--- config.mk ---
export PLATFORM = sky130hd
export DESIGN_NAME = udt_tx
export DESIGN_NICKNAME = d
export VERILOG_FILES = /design/src/udt_baud.sv /design/src/udt_tx.sv
export SDC_FILE = /design/constraint.sdc
export NUM_CORES = 1
export LEC_CHECK = 0
export BUFFER_PORTS_ARGS = -buffer_cell sky130_fd_sc_hd__buf_4
export CORE_ASPECT_RATIO = 0.6
export CORE_MARGIN = 4
export CORE_UTILIZATION = 59
export CTS_CLUSTER_DIAMETER = 40
export DETAILED_ROUTE_END_ITERATION = 10
export HOLD_SLACK_MARGIN = 0.15
export PLACE_DENSITY = 0.8
export SKIP_CTS_REPAIR_TIMING = 1
export SLEW_MARGIN = 20
export SYNTH_ARGS = -nofsm -noshare
export SYNTH_HDL_FRONTEND = slang
export SYNTH_SLANG_ARGS = --single-unit
export TNS_END_PERCENT = 10
--- constraint.sdc ---
create_clock -name mclk -period 5 [get_ports mclk]
set_input_delay 0.5 -clock mclk [delete_from_list [all_inputs] [get_ports mclk]]
set_output_delay 0.5 -clock mclk [all_outputs]
set_load 0.02 [all_outputs]
--- src/udt_baud.sv ---
// package of shared constants and the bit-rate divider of the transmitter
package udt_pkg;
  localparam int unsigned CLK_HZ        = 10_000_000;
  localparam int unsigned MAX_BPS       = 1_000_000;
  // fastest allowed bit cell, in clock cycles (cell length rounds down, so the top rate rounds up)
  localparam int unsigned MIN_DIV       = CLK_HZ / MAX_BPS;
  localparam logic [15:0] DIV_RESET     = 16'h0056;
  localparam logic [11:0] OFF_START     = 12'h000;
  localparam logic [11:0] OFF_STOP      = 12'h004;
  localparam logic [11:0] OFF_EV_SENT   = 12'h010;
  localparam logic [11:0] OFF_EV_DONE   = 12'h014;
  localparam logic [11:0] OFF_EV_HALT   = 12'h018;
  localparam logic [11:0] OFF_EV_LATCH  = 12'h01C;
  localparam logic [11:0] OFF_CONFIG    = 12'h020;
  localparam logic [11:0] OFF_BAUD      = 12'h024;
  localparam logic [11:0] OFF_PTR       = 12'h028;
  localparam logic [11:0] OFF_MAXCNT    = 12'h02C;
  localparam logic [11:0] OFF_AMOUNT    = 12'h030;
  localparam logic [11:0] OFF_STATUS    = 12'h034;
  localparam int unsigned CFG_FCE       = 0;
  localparam int unsigned CFG_PARITY    = 1;
  localparam int unsigned CFG_TWO_STOP  = 2;
  localparam logic [2:0]  CFG_RESET     = 3'h0;
  localparam logic [3:0]  FRAME_BASE    = 4'hA;
endpackage

`timescale 1ns/10ps
module udt_baud (
  input  wire logic        mclk,
  input  wire logic        rst_n,
  input  wire logic        run,
  input  wire logic [15:0] div,
  output logic             tick
);
  logic [15:0] count;
  logic [15:0] next_count;
  logic [15:0] div_eff;
  // saturating gap since the last tick; feeds only the rate check
  logic [15:0] since_tick;
  logic [15:0] next_since_tick;

  // clamp keeps the line at or below the top rate
  assign div_eff = (div < 16'(udt_pkg::MIN_DIV)) ? 16'(udt_pkg::MIN_DIV) : div;
  assign tick    = run && (count == div_eff - 16'h0001);

  always_comb begin
    if (!run || tick) begin
      next_count = 16'h0000;
    end else begin
      next_count = count + 16'h0001;
    end
  end

  always_ff @(posedge mclk or negedge rst_n) begin
    if (!rst_n) begin
      count <= 16'h0000;
    end else begin
      count <= next_count;
    end
  end

  always_comb begin
    if (tick) begin
      next_since_tick = 16'h0000;
    end else if (since_tick != 16'hFFFF) begin
      next_since_tick = since_tick + 16'h0001;
    end else begin
      next_since_tick = since_tick;
    end
  end

  always_ff @(posedge mclk or negedge rst_n) begin
    if (!rst_n) begin
      since_tick <= 16'hFFFF;
    end else begin
      since_tick <= next_since_tick;
    end
  end

  property p_min_cell;
    @(posedge mclk) disable iff (!rst_n) tick |-> since_tick >= 16'(udt_pkg::MIN_DIV - 1);
  endproperty
  a_min_cell: assert property (p_min_cell) else $error("bit cell shorter than the fastest rate");
endmodule

--- src/udt_tx.sv ---
// dma-fed asynchronous serial transmitter with apb registers
// Function
// - line rates up to 1 Mbps from divider
// - optional even parity, one or two stops
// - data bits leave least significant first
// - pointer and count latched, rewritable after latch
// - done only after last memory access
// - start latches pointer and count and begins sending
// - one byte-sent pulse per finished character
// - count reached ends transfer with done
// - stop halts, then halted event
// - stop before done still raises done
// - flow control pauses and resumes on cts
// - character in flight finishes before pause
// - divider idle before start and after halt
// - clear-to-send is active low
// - flow control off ignores clear-to-send
// - parity is even over data bits
//
// The APB register port and the register offsets are this design's own decisions.
`timescale 1ns/10ps
module udt_tx #(
  parameter int CW = 16
) (
  input  wire logic          mclk,
  input  wire logic          rst_n,
  input  wire logic          psel,
  input  wire logic          penable,
  input  wire logic          pwrite,
  input  wire logic [11:0]   paddr,
  input  wire logic [31:0]   pwdata,
  output logic [31:0]        prdata,
  output logic               pready,
  output logic               pslverr,
  output logic               dma_req,
  output logic [31:0]        dma_addr,
  input  wire logic          dma_ack,
  input  wire logic [7:0]    dma_rdata,
  input  wire logic          cts_n,
  output logic               txd,
  output logic               tx_byte_sent_event,
  output logic               tx_buffer_done_event,
  output logic               tx_halted_event,
  output logic               tx_buffer_latched_event
);
  typedef enum logic [2:0] {ST_IDLE, ST_FETCH, ST_WAIT, ST_SHIFT, ST_DONE, ST_HALT} udt_state_t;

  udt_state_t  st, next_st;
  logic [31:0] tx_buffer_pointer, next_ptr, base, next_base;
  logic [CW-1:0] tx_byte_count_limit, next_lim, cnt, next_cnt, sent, next_sent;
  logic [2:0]  cfg, next_cfg;
  logic [15:0] div, next_div;
  logic [3:0]  evf, next_evf;
  logic [31:0] next_prdata;
  logic [11:0] sh, next_sh;
  logic [7:0]  chr, next_chr;
  logic [3:0]  bit_idx, next_bit_idx, nbits;
  logic        stop_req, next_stop_req, next_txd, next_sent_ev, next_latch_ev;
  logic        cts_m, cts_s, cts_ok, tick, wr, rd_setup, start_pulse, stop_pulse, mapped;

  assign pready  = 1'b1;
  assign wr      = psel && penable && pwrite;
  assign rd_setup = psel && !penable;
  assign start_pulse = wr && paddr == udt_pkg::OFF_START && pwdata[0];
  assign stop_pulse  = wr && paddr == udt_pkg::OFF_STOP && pwdata[0];
  assign mapped  = paddr inside {udt_pkg::OFF_START, udt_pkg::OFF_STOP, udt_pkg::OFF_EV_SENT, udt_pkg::OFF_EV_DONE,
                                 udt_pkg::OFF_EV_HALT, udt_pkg::OFF_EV_LATCH, udt_pkg::OFF_CONFIG, udt_pkg::OFF_BAUD,
                                 udt_pkg::OFF_PTR, udt_pkg::OFF_MAXCNT, udt_pkg::OFF_AMOUNT, udt_pkg::OFF_STATUS};
  assign pslverr = psel && penable && !mapped;

  // cts is a pin: two flops before use
  always_ff @(posedge mclk or negedge rst_n) begin
    if (!rst_n) begin
      cts_m <= 1'b1;
      cts_s <= 1'b1;
    end else begin
      cts_m <= cts_n;
      cts_s <= cts_m;
    end
  end
  assign cts_ok = !cfg[udt_pkg::CFG_FCE] || !cts_s;

  // baud divider only runs while shifting, so idle costs no toggling
  udt_baud u_baud (
    .mclk  (mclk),
    .rst_n (rst_n),
    .run   (st == ST_SHIFT),
    .div   (div),
    .tick  (tick)
  );

  assign nbits = udt_pkg::FRAME_BASE + {3'h0, cfg[udt_pkg::CFG_PARITY]} + {3'h0, cfg[udt_pkg::CFG_TWO_STOP]};
  assign dma_req  = (st == ST_FETCH);
  assign dma_addr = base + 32'(sent);
  assign tx_buffer_done_event = (st == ST_DONE);
  assign tx_halted_event      = (st == ST_HALT);

  always_comb begin
    next_st       = st;
    next_base     = base;
    next_cnt      = cnt;
    next_sent     = sent;
    next_sh       = sh;
    next_chr      = chr;
    next_bit_idx  = bit_idx;
    next_stop_req = stop_req || (stop_pulse && st != ST_IDLE);
    next_sent_ev  = 1'b0;
    next_latch_ev = 1'b0;
    unique case (st)
      ST_IDLE: begin
        if (stop_pulse) begin
          next_st = ST_HALT;
        end else if (start_pulse) begin
          next_base     = tx_buffer_pointer;
          next_cnt      = tx_byte_count_limit;
          next_sent     = '0;
          next_latch_ev = 1'b1;
          next_st       = (tx_byte_count_limit == '0) ? ST_DONE : ST_FETCH;
        end
      end
      ST_FETCH: begin
        // a fetch in flight is completed even under stop
        if (dma_ack) begin
          next_chr = dma_rdata;
          next_st  = ST_WAIT;
        end
      end
      ST_WAIT: begin
        if (next_stop_req) begin
          next_st = ST_DONE;
        end else if (cts_ok) begin
          next_sh      = {2'b11, cfg[udt_pkg::CFG_PARITY] ? ^chr : 1'b1, chr, 1'b0};
          next_bit_idx = 4'h0;
          next_st      = ST_SHIFT;
        end
      end
      ST_SHIFT: begin
        // cts is not looked at here: the character always completes
        if (tick) begin
          next_sh      = {1'b1, sh[11:1]};
          next_bit_idx = bit_idx + 4'h1;
          if (bit_idx == nbits - 4'h1) begin
            next_sent_ev = 1'b1;
            next_sent    = sent + CW'(1);
            next_st      = (next_stop_req || sent + CW'(1) == cnt) ? ST_DONE : ST_FETCH;
          end
        end
      end
      ST_DONE: begin
        // a stop landing in this very cycle must not linger into idle
        next_st = next_stop_req ? ST_HALT : ST_IDLE;
      end
      ST_HALT: begin
        next_st       = ST_IDLE;
        next_stop_req = 1'b0;
      end
    endcase
    next_txd = (next_st == ST_SHIFT) ? next_sh[0] : 1'b1;
  end

  always_ff @(posedge mclk or negedge rst_n) begin
    if (!rst_n) begin
      st       <= ST_IDLE;
      base     <= 32'h0000_0000;
      cnt      <= '0;
      sent     <= '0;
      sh       <= 12'hFFF;
      chr      <= 8'h00;
      bit_idx  <= 4'h0;
      stop_req <= 1'b0;
      txd      <= 1'b1;
      tx_byte_sent_event      <= 1'b0;
      tx_buffer_latched_event <= 1'b0;
    end else begin
      st       <= next_st;
      base     <= next_base;
      cnt      <= next_cnt;
      sent     <= next_sent;
      sh       <= next_sh;
      chr      <= next_chr;
      bit_idx  <= next_bit_idx;
      stop_req <= next_stop_req;
      txd      <= next_txd;
      tx_byte_sent_event      <= next_sent_ev;
      tx_buffer_latched_event <= next_latch_ev;
    end
  end

  // register file; read data captured in the setup cycle
  always_comb begin
    next_ptr = tx_buffer_pointer;
    next_lim = tx_byte_count_limit;
    next_cfg = cfg;
    next_div = div;
    next_evf = evf;
    next_prdata = prdata;
    if (wr) begin
      unique case (paddr)
        udt_pkg::OFF_PTR:      next_ptr = pwdata;
        udt_pkg::OFF_MAXCNT:   next_lim = pwdata[CW-1:0];
        udt_pkg::OFF_CONFIG:   next_cfg = pwdata[2:0];
        udt_pkg::OFF_BAUD:     next_div = pwdata[15:0];
        udt_pkg::OFF_EV_SENT:  next_evf[0] = next_evf[0] & pwdata[0];
        udt_pkg::OFF_EV_DONE:  next_evf[1] = next_evf[1] & pwdata[0];
        udt_pkg::OFF_EV_HALT:  next_evf[2] = next_evf[2] & pwdata[0];
        udt_pkg::OFF_EV_LATCH: next_evf[3] = next_evf[3] & pwdata[0];
        default: begin
        end
      endcase
    end
    // a set in the clearing cycle wins
    next_evf = next_evf | {tx_buffer_latched_event, tx_halted_event, tx_buffer_done_event, tx_byte_sent_event};
    if (rd_setup) begin
      unique case (paddr)
        udt_pkg::OFF_EV_SENT:  next_prdata = {31'h0, evf[0]};
        udt_pkg::OFF_EV_DONE:  next_prdata = {31'h0, evf[1]};
        udt_pkg::OFF_EV_HALT:  next_prdata = {31'h0, evf[2]};
        udt_pkg::OFF_EV_LATCH: next_prdata = {31'h0, evf[3]};
        udt_pkg::OFF_CONFIG:   next_prdata = {29'h0, cfg};
        udt_pkg::OFF_BAUD:     next_prdata = {16'h0, div};
        udt_pkg::OFF_PTR:      next_prdata = tx_buffer_pointer;
        udt_pkg::OFF_MAXCNT:   next_prdata = 32'(tx_byte_count_limit);
        udt_pkg::OFF_AMOUNT:   next_prdata = 32'(sent);
        udt_pkg::OFF_STATUS:   next_prdata = {30'h0, st == ST_WAIT && !cts_ok, st != ST_IDLE};
        default:               next_prdata = 32'h0000_0000;
      endcase
    end
  end

  always_ff @(posedge mclk or negedge rst_n) begin
    if (!rst_n) begin
      tx_buffer_pointer   <= 32'h0000_0000;
      tx_byte_count_limit <= '0;
      cfg    <= udt_pkg::CFG_RESET;
      div    <= udt_pkg::DIV_RESET;
      evf    <= 4'h0;
      prdata <= 32'h0000_0000;
    end else begin
      tx_buffer_pointer   <= next_ptr;
      tx_byte_count_limit <= next_lim;
      cfg    <= next_cfg;
      div    <= next_div;
      evf    <= next_evf;
      prdata <= next_prdata;
    end
  end

  property p_idle_high;
    @(posedge mclk) disable iff (!rst_n) st != ST_SHIFT |-> txd;
  endproperty
  a_idle_high: assert property (p_idle_high) else $error("line not high outside a frame");
  property p_start_low;
    @(posedge mclk) disable iff (!rst_n) st == ST_SHIFT && bit_idx == 4'h0 |-> !txd;
  endproperty
  a_start_low: assert property (p_start_low) else $error("start bit not low");
  property p_lsb_first;
    @(posedge mclk) disable iff (!rst_n) st == ST_SHIFT && bit_idx == 4'h1 |-> txd == chr[0];
  endproperty
  a_lsb_first: assert property (p_lsb_first) else $error("first data bit is not bit 0");
  property p_even_parity;
    @(posedge mclk) disable iff (!rst_n)
      st == ST_SHIFT && bit_idx == 4'h9 && cfg[udt_pkg::CFG_PARITY] |-> txd == ^chr;
  endproperty
  a_even_parity: assert property (p_even_parity) else $error("parity bit not even");
  property p_sent_once;
    @(posedge mclk) disable iff (!rst_n) tx_byte_sent_event |=> !tx_byte_sent_event;
  endproperty
  a_sent_once: assert property (p_sent_once) else $error("byte-sent pulse longer than one cycle");
  property p_stop_idle;
    @(posedge mclk) disable iff (!rst_n) stop_pulse && st == ST_IDLE |=> tx_halted_event;
  endproperty
  a_stop_idle: assert property (p_stop_idle) else $error("no halted event for stop while idle");
  property p_halt_after_done;
    @(posedge mclk) disable iff (!rst_n) tx_buffer_done_event && stop_req |=> tx_halted_event ##1 st == ST_IDLE;
  endproperty
  a_halt_after_done: assert property (p_halt_after_done) else $error("stop did not end in halted");
  property p_cts_pause;
    @(posedge mclk) disable iff (!rst_n) st == ST_WAIT && !cts_ok && !stop_pulse && !stop_req |=> st == ST_WAIT;
  endproperty
  a_cts_pause: assert property (p_cts_pause) else $error("frame started while cts inactive");
  property p_no_access_done;
    @(posedge mclk) disable iff (!rst_n) tx_buffer_done_event |-> !dma_req ##1 !dma_req;
  endproperty
  a_no_access_done: assert property (p_no_access_done) else $error("memory access after done");
  property p_latch;
    @(posedge mclk) disable iff (!rst_n) start_pulse && st == ST_IDLE && !stop_pulse |=> tx_buffer_latched_event
      && base == $past(tx_buffer_pointer);
  endproperty
  a_latch: assert property (p_latch) else $error("start did not latch the pointer");
  property p_addr_order;
    @(posedge mclk) disable iff (!rst_n) tx_byte_sent_event && st == ST_FETCH |-> dma_addr == $past(dma_addr) + 32'h0000_0001;
  endproperty
  a_addr_order: assert property (p_addr_order) else $error("fetch address not ascending");

  c_done:   cover property (@(posedge mclk) disable iff (!rst_n) tx_buffer_done_event && !stop_req);
  c_stop:   cover property (@(posedge mclk) disable iff (!rst_n) tx_buffer_done_event && stop_req && sent != cnt);
  c_pause:  cover property (@(posedge mclk) disable iff (!rst_n) st == ST_WAIT && !cts_ok ##1 st == ST_WAIT && cts_ok
                            ##1 st == ST_SHIFT);
  c_parity: cover property (@(posedge mclk) disable iff (!rst_n) tx_byte_sent_event && cfg == 3'h6);
endmodule

==> impl_metrics.env, run 1 <==
export IMPL_outcome="completed"
export IMPL_rows=39
export IMPL_ir_drop_v=0.000378
export IMPL_grtUsageMet1=0.449
export IMPL_ys_warn_count=0
export IMPL_clock_latency_ns=0.52
export IMPL_clock_sinks=216
export IMPL_die_w_um=188
export IMPL_first_pass_iters=5
export IMPL_antenna_cells=0
export IMPL_finalNonFillerCells=1552
export IMPL_grt_antenna_before_repair=1
export IMPL_cts_tree="done"
export IMPL_worstHoldStart="pwdata[28]"
export IMPL_seq_power_share=0.450
export IMPL_cp_max_fo=15
export IMPL_coreArea_um2=19000
export IMPL_grt_use_met3=0.0897
export IMPL_overflow=0
export IMPL_clkTransAtPathRegs_ns=0.07
export IMPL_rr_worst_depth=14
export IMPL_synth_seq_cells=216
export IMPL_cp_end_kind="register"
export IMPL_wirelength_um=31800
export IMPL_synth_edf_count=0
export IMPL_min_period_ns=4.49
export IMPL_pin_count=131
export IMPL_via_per_inst=6.08
export IMPL_die_area_um2=21700
export IMPL_hold_violations=0
export IMPL_layout_common_cells="nand2_1 (227), dfrtp_1 (197), buf_4 (152)"
export IMPL_clock_root_buffer="clkbuf_16"
export IMPL_syn_avg_cell_area_um2=9.81
export IMPL_r2r_slack_ns=0.51
export IMPL_wl_per_cell_um=20.5
export IMPL_start_util=0.600
export IMPL_tightest_slew_ns=0.891
export IMPL_power_switching_mw=1.18
export IMPL_drcViolationCount=0
export IMPL_critPathRequiredTime_ns=5.40
export IMPL_share_comb_of_total_power=0.127
export IMPL_min_to="tx_buffer_pointer[28]"
export IMPL_grt_max_degree=90
export IMPL_portBuffers=129
export IMPL_syn_nets=1245
export IMPL_drv_cap=0
export IMPL_startpoint="div[8]"
export IMPL_leakage_nw=6.55
export IMPL_grtUsageTotal=0.293
export IMPL_vias=9436
export IMPL_min_path_cells=2
export IMPL_slew_violations=0
export IMPL_ys_dominant_reg_cell="dfrtp_1"
export IMPL_htreeDepth=1
export IMPL_r2r_start="div[8]"
export IMPL_fmax_mhz=223
export IMPL_path_class="register to register"
export IMPL_rsz0062_at_grt="false"
export IMPL_fin_tns_setup_ns=0
export IMPL_nets=1369
export IMPL_synth_async_reset_ratio=1.00
export IMPL_syn_cell_area_um2=11400
export IMPL_power_density_nw_per_um2=323
export IMPL_cts_made_buffers=25
export IMPL_r2r_end="sent[0]"
export IMPL_slew_headroom=0.402
export IMPL_yosysSeqAreaShare=0.476
export IMPL_finalCritPeriodShare=0.897
export IMPL_p_clk_frac=0.423
export IMPL_numPlacedInstances=1505
export IMPL_netlist_cell_type_count=80
export IMPL_grt_use_met2=0.418
export IMPL_grt_first_pass_wirelength_um=50900
export IMPL_layout_drive_gt1_share=0.239
export IMPL_grt_pass1_vias=9188
export IMPL_place_congestion=0.945
export IMPL_dp_hpwl_um=23200
export IMPL_clk_path_buf_depth=3
export IMPL_ant_nets=0
export IMPL_cp_start_kind="register"
export IMPL_synthToLayoutAreaGrowth_pct=18.3
export IMPL_cp_arrival_ns=4.89
export IMPL_skew_ns=0.00942
export IMPL_chipHeight_um=116
export IMPL_first_iter_violations=820
export IMPL_grt_busiest_layer="met1"
export IMPL_hold_class="input port to register"
export IMPL_synthCells=1164
export IMPL_p_int_mw=3.18
export IMPL_final_common_cell="nand2_1"
export IMPL_swShare=0.270
export IMPL_setup_viol=0
## flip-flops by register name (all words and copies together), names as in the netlist
register	cells
cnt	16
cfg	3
tx_byte_count_limit	16
tx_byte_sent_event	1
chr	8
bit_idx	4
st	3
sh	12
cts_m	1
sent	16
txd	1
base	32
stop_req	1
prdata	32
tx_buffer_pointer	32
u_baud.count	16
cts_s	1
div	16
tx_buffer_latched_event	1
evf	4
## power groups by stage
stage	Combinational, mW	Sequential, mW	Clock (mW)
after global routing	0.611	1.98	1.95
after global placement	0.537	1.99	0
after detailed placement	0.554	1.99	0
after floorplan	0.393	1.95	0
after CTS	0.555	1.96	1.87
final	0.554	1.96	1.84
## worst max path at each step
stage                      end  depth (start not counted)
detailed placement  bit_idx[0]                         12
global placement    bit_idx[3]                         13
global route             sh[3]                         13
floorplan              sent[0]                         16
CTS                 bit_idx[0]                         12
finish                 sent[0]                         14
## metrics by stage
| stage | util | hold WS, ns | setup slack [ns] | area, um^2 | power, mW |
|---|---|---|---|---|---|
| finish | 0.709 | 0.215 | 0.513 | 13500 | 4.36 |
| detailed placement | 0.665 | 0.352 | 0.619 | 12600 | 2.54 |
| global route | 0.709 | 0.203 | 0.237 | 13500 | 4.53 |
| global placement | 0.665 | 0.348 | 0.709 | 12600 | 2.52 |
| CTS | 0.708 | 0.0623 | 0.578 | 13500 | 4.38 |
| floorplan | - | 0.204 | 0.922 | 11400 | 2.34 |
## synthesized netlist by cell type, types with 3 or more instances
library cell | count | area [um^2]
o31ai_1 | 12 | 90.1
o21a_1 | 6 | 45.0
a31oi_1 | 6 | 37.5
a21oi_1 | 30 | 150
mux2i_1 | 9 | 90.1
nand2b_1 | 13 | 81.3
or3_1 | 4 | 25.0
clkbuf_1 | 40 | 150
xor2_1 | 37 | 324
buf_4 | 4 | 30.0
nor2_1 | 75 | 282
dfrtp_1 | 197 | 4930
nor4_1 | 9 | 56.3
and2_1 | 6 | 37.5
a22o_1 | 28 | 245
and3_1 | 16 | 100
a211oi_1 | 3 | 22.5
nor3b_1 | 7 | 52.6
dfstp_2 | 19 | 499
a22oi_1 | 10 | 75.1
o21ai_0 | 52 | 260
o21ai_1 | 5 | 25.0
nand3b_1 | 4 | 30.0
xnor2_1 | 55 | 482
nor3_1 | 27 | 135
a21o_1 | 5 | 37.5
and4_1 | 4 | 35.0
buf_2 | 6 | 30.0
nor2b_1 | 5 | 31.3
buf_1 | 6 | 22.5
ha_1 | 21 | 263
nand4_1 | 11 | 68.8
o41ai_1 | 4 | 35.0
nand3_1 | 29 | 145
a221oi_1 | 16 | 140
inv_1 | 22 | 82.6
mux2_2 | 79 | 890
nand2_1 | 227 | 852
## critical path, cell delays in order (launching register included)
cell	delay, ns
dfrtp_1	0.51
nor3_2	0.37
nand2_1	0.22
o21ai_0	0.23
ha_1	0.22
or3b_1	0.47
nor2_1	0.15
a31oi_1	0.09
or4b_1	0.54
or4_4	0.54
and3b_1	0.26
buf_4	0.22
nand2b_1	0.18
o21ai_2	0.08
mux2_2	0.27
## metal layers
metal	share of wire	wire length [um]
met2	0.41	12900
met5	0.00044	14
met1	0.47	14900
met4	0.017	546
met3	0.11	3420
## logic make-up (layout without fill, tap and decap cells)
family,Yosys count,after routing,synth area share
simple gates,461,461,0.190
flops,216,216,0.476
compound gates,202,202,0.121
xor+xnor,92,92,0.0706
mux,89,89,0.0878
buf+inv,81,223,0.0299
fa+ha+maj,22,22,0.0248
other cells,1,1,0.000329
## final cells by class
type / instances / area [um^2]
inverters: 23 / 86.3
clock inverters: 15 / 176
flip-flops and latches: 216 / 5430
clock buffers: 30 / 654
repair buffers: 155 / 1170
fillers: 1429 / 5530
multi-input cells: 867 / 5670
well taps: 246 / 308
Note: power is estimated with default switching activity, not from simulation.
==> run 2: changes to the inputs <==
- CELL_PAD_IN_SITES_DETAIL_PLACEMENT: default -> 1
- CELL_PAD_IN_SITES_GLOBAL_PLACEMENT: default -> 1
- CORE_UTILIZATION: 59 -> 46
- PLACE_DENSITY: 0.8 -> default
- PLACE_DENSITY_LB_ADDON: default -> 0.1
==> impl_metrics.env, run 2 (synthesis gave the netlist of run 1 again) <==
export IMPL_start_util=0.470
export IMPL_power_density_nw_per_um2=333
export IMPL_drcViolationCount=0
export IMPL_wl_per_cell_um=22.9
export IMPL_fin_tns_setup_ns=0
export IMPL_place_congestion=0.877
export IMPL_outcome="completed"
export IMPL_wl_met3_um=2170
export IMPL_chipHeight_um=130
export IMPL_vias=9667
export IMPL_setup_viol=0
export IMPL_slew_headroom=0.304
export IMPL_min_path_cells=2
export IMPL_cp_arrival_ns=4.29
export IMPL_layout_common_cells="nand2_1 (227), dfrtp_1 (197), buf_4 (148)"
export IMPL_via_per_inst=5.92
export IMPL_clock_latency_ns=0.56
export IMPL_cpLargestDelayFamily="compound AO/OA/AOI/OAI gates"
export IMPL_crit_chain="ha_1 > inv_1 > fa_1 > nor2b_1 > o21ai_0 > a21oi_1 > o21ai_0 > nand3_1 > a31o_2 > a21oi_1 > nor3b_1 > xor2_1 > buf_4"
export IMPL_slew_violations=0
export IMPL_final_common_cell="nand2_1"
export IMPL_portBuffers=129
export IMPL_finalCritPeriodShare=0.958
export IMPL_synthToLayoutAreaGrowth_pct=20.4
export IMPL_nets=1371
export IMPL_fmax_mhz=209
export IMPL_tightest_slew_ns=1.04
export IMPL_grtUsageTotal=0.275
export IMPL_min_period_ns=4.79
export IMPL_antenna_cells=0
export IMPL_layout_drive_gt1_share=0.243
export IMPL_pin_count=131
export IMPL_leakage_nw=6.61
export IMPL_top_layer="met4"
export IMPL_die_w_um=211
export IMPL_first_iter_violations=664
export IMPL_grt_first_pass_wirelength_um=59700
export IMPL_path_class="register to output pin"
export IMPL_cts_made_buffers=28
export IMPL_cts_tree="done"
export IMPL_cp_start_kind="register"
export IMPL_rows=44
export IMPL_numPlacedInstances=1578
export IMPL_wirelength_um=37400
export IMPL_clock_root_buffer="clkbuf_16"
export IMPL_dr_wl_met2_um=16000
export IMPL_overflow=0
export IMPL_rsz0062_at_grt="false"
export IMPL_met1_length_um=18500
export IMPL_die_area_um2=27500
export IMPL_first_pass_iters=5
export IMPL_skew_ns=0.0139
export IMPL_rr_worst_depth=14
export IMPL_cp_max_fo=7
export IMPL_clock_sinks=216
export IMPL_htreeDepth=1
export IMPL_grt_max_degree=125
export IMPL_coreArea_um2=24300
export IMPL_ant_nets=0
export IMPL_drv_cap=0
export IMPL_slowest_stage="a21oi_1"
export IMPL_clkTransAtPathRegs_ns=0.07
export IMPL_dp_hpwl_um=26400
export IMPL_critical_path_max_stage_delay_ns=0.51
export IMPL_hold_violations=0
export IMPL_top_regs="base x32, prdata x32, tx_buffer_pointer x32"
export IMPL_grt_antenna_before_repair=0
export IMPL_path_depth=13
export IMPL_hold_class="input port to register"
export IMPL_clk_path_buf_depth=3
export IMPL_critPathRequiredTime_ns=4.50
export IMPL_ir_drop_v=0.000298
export IMPL_cp_end_kind="output pin"
export IMPL_finalNonFillerCells=1633
export IMPL_critPathBufInv=2
export IMPL_grt_pass1_vias=10101
[run 2: cell types whose count changed in the layout (fill, tap and decap cells not counted), moves of 2 or more]
cell	delta
buf_4	-4
clkinvlp_4	+4
inv_6	-4
clkbuf_16	+3
clkinv_2	+2
clkinv_8	+2
[run 2: power breakdown]
part	internal, mW	switching, mW	leakage [nW]
registers	1.87	0.0953	2.84
clock network	1.17	0.866	0.448
logic	0.254	0.323	3.32
[run 2: through the flow]
step	total power, mW	hold WS, ns	cell area [um^2]	worst slack [ns]	util
CTS	4.61	0.0306	13700	0.254	0.564
global route	4.77	0.159	13700	0.0317	0.566
finish	4.58	0.171	13700	0.210	0.566
floorplan	2.34	0.204	11400	0.922	-
global placement	2.54	0.347	12700	0.691	0.525
detailed placement	2.56	0.354	12700	0.571	0.525
[run 2: cell type report]
cell class,count,area (um^2)
Timing Repair Buffer,154,1200
Fill cell,2741,10500
Clock inverter,19,214
Tap cell,322,403
Inverter,23,86.3
Sequential cell,216,5430
Multi-Input combinational cell,867,5680
Clock buffer,32,726
[run 2: final timing paths]
| kind | from | endpoint | slack (ns) |
|---|---|---|---|
| max reg2reg | div[9] | u_baud.count[9] | 0.44 |
| max in group asynchronous | rst_n | sh[9] | 3.78 |
| min | pwdata[19] | tx_buffer_pointer[19] | 0.17 |
| min reg2reg | cts_m | cts_s | 0.36 |
| min in group asynchronous | rst_n | base[6] | 0.40 |
| max | sent[0] | dma_addr[20] | 0.21 |
[run 2: per-layer routing]
| metal | global-route usage | vias up |
|---|---|---|
| met3 | 0.0457 | 53 |
| met4 | 0.0560 | 0 |
| met1 | 0.433 | 4966 |
| met2 | 0.403 | 282 |
| li1 | - | 4366 |
| met5 | 0 | - |
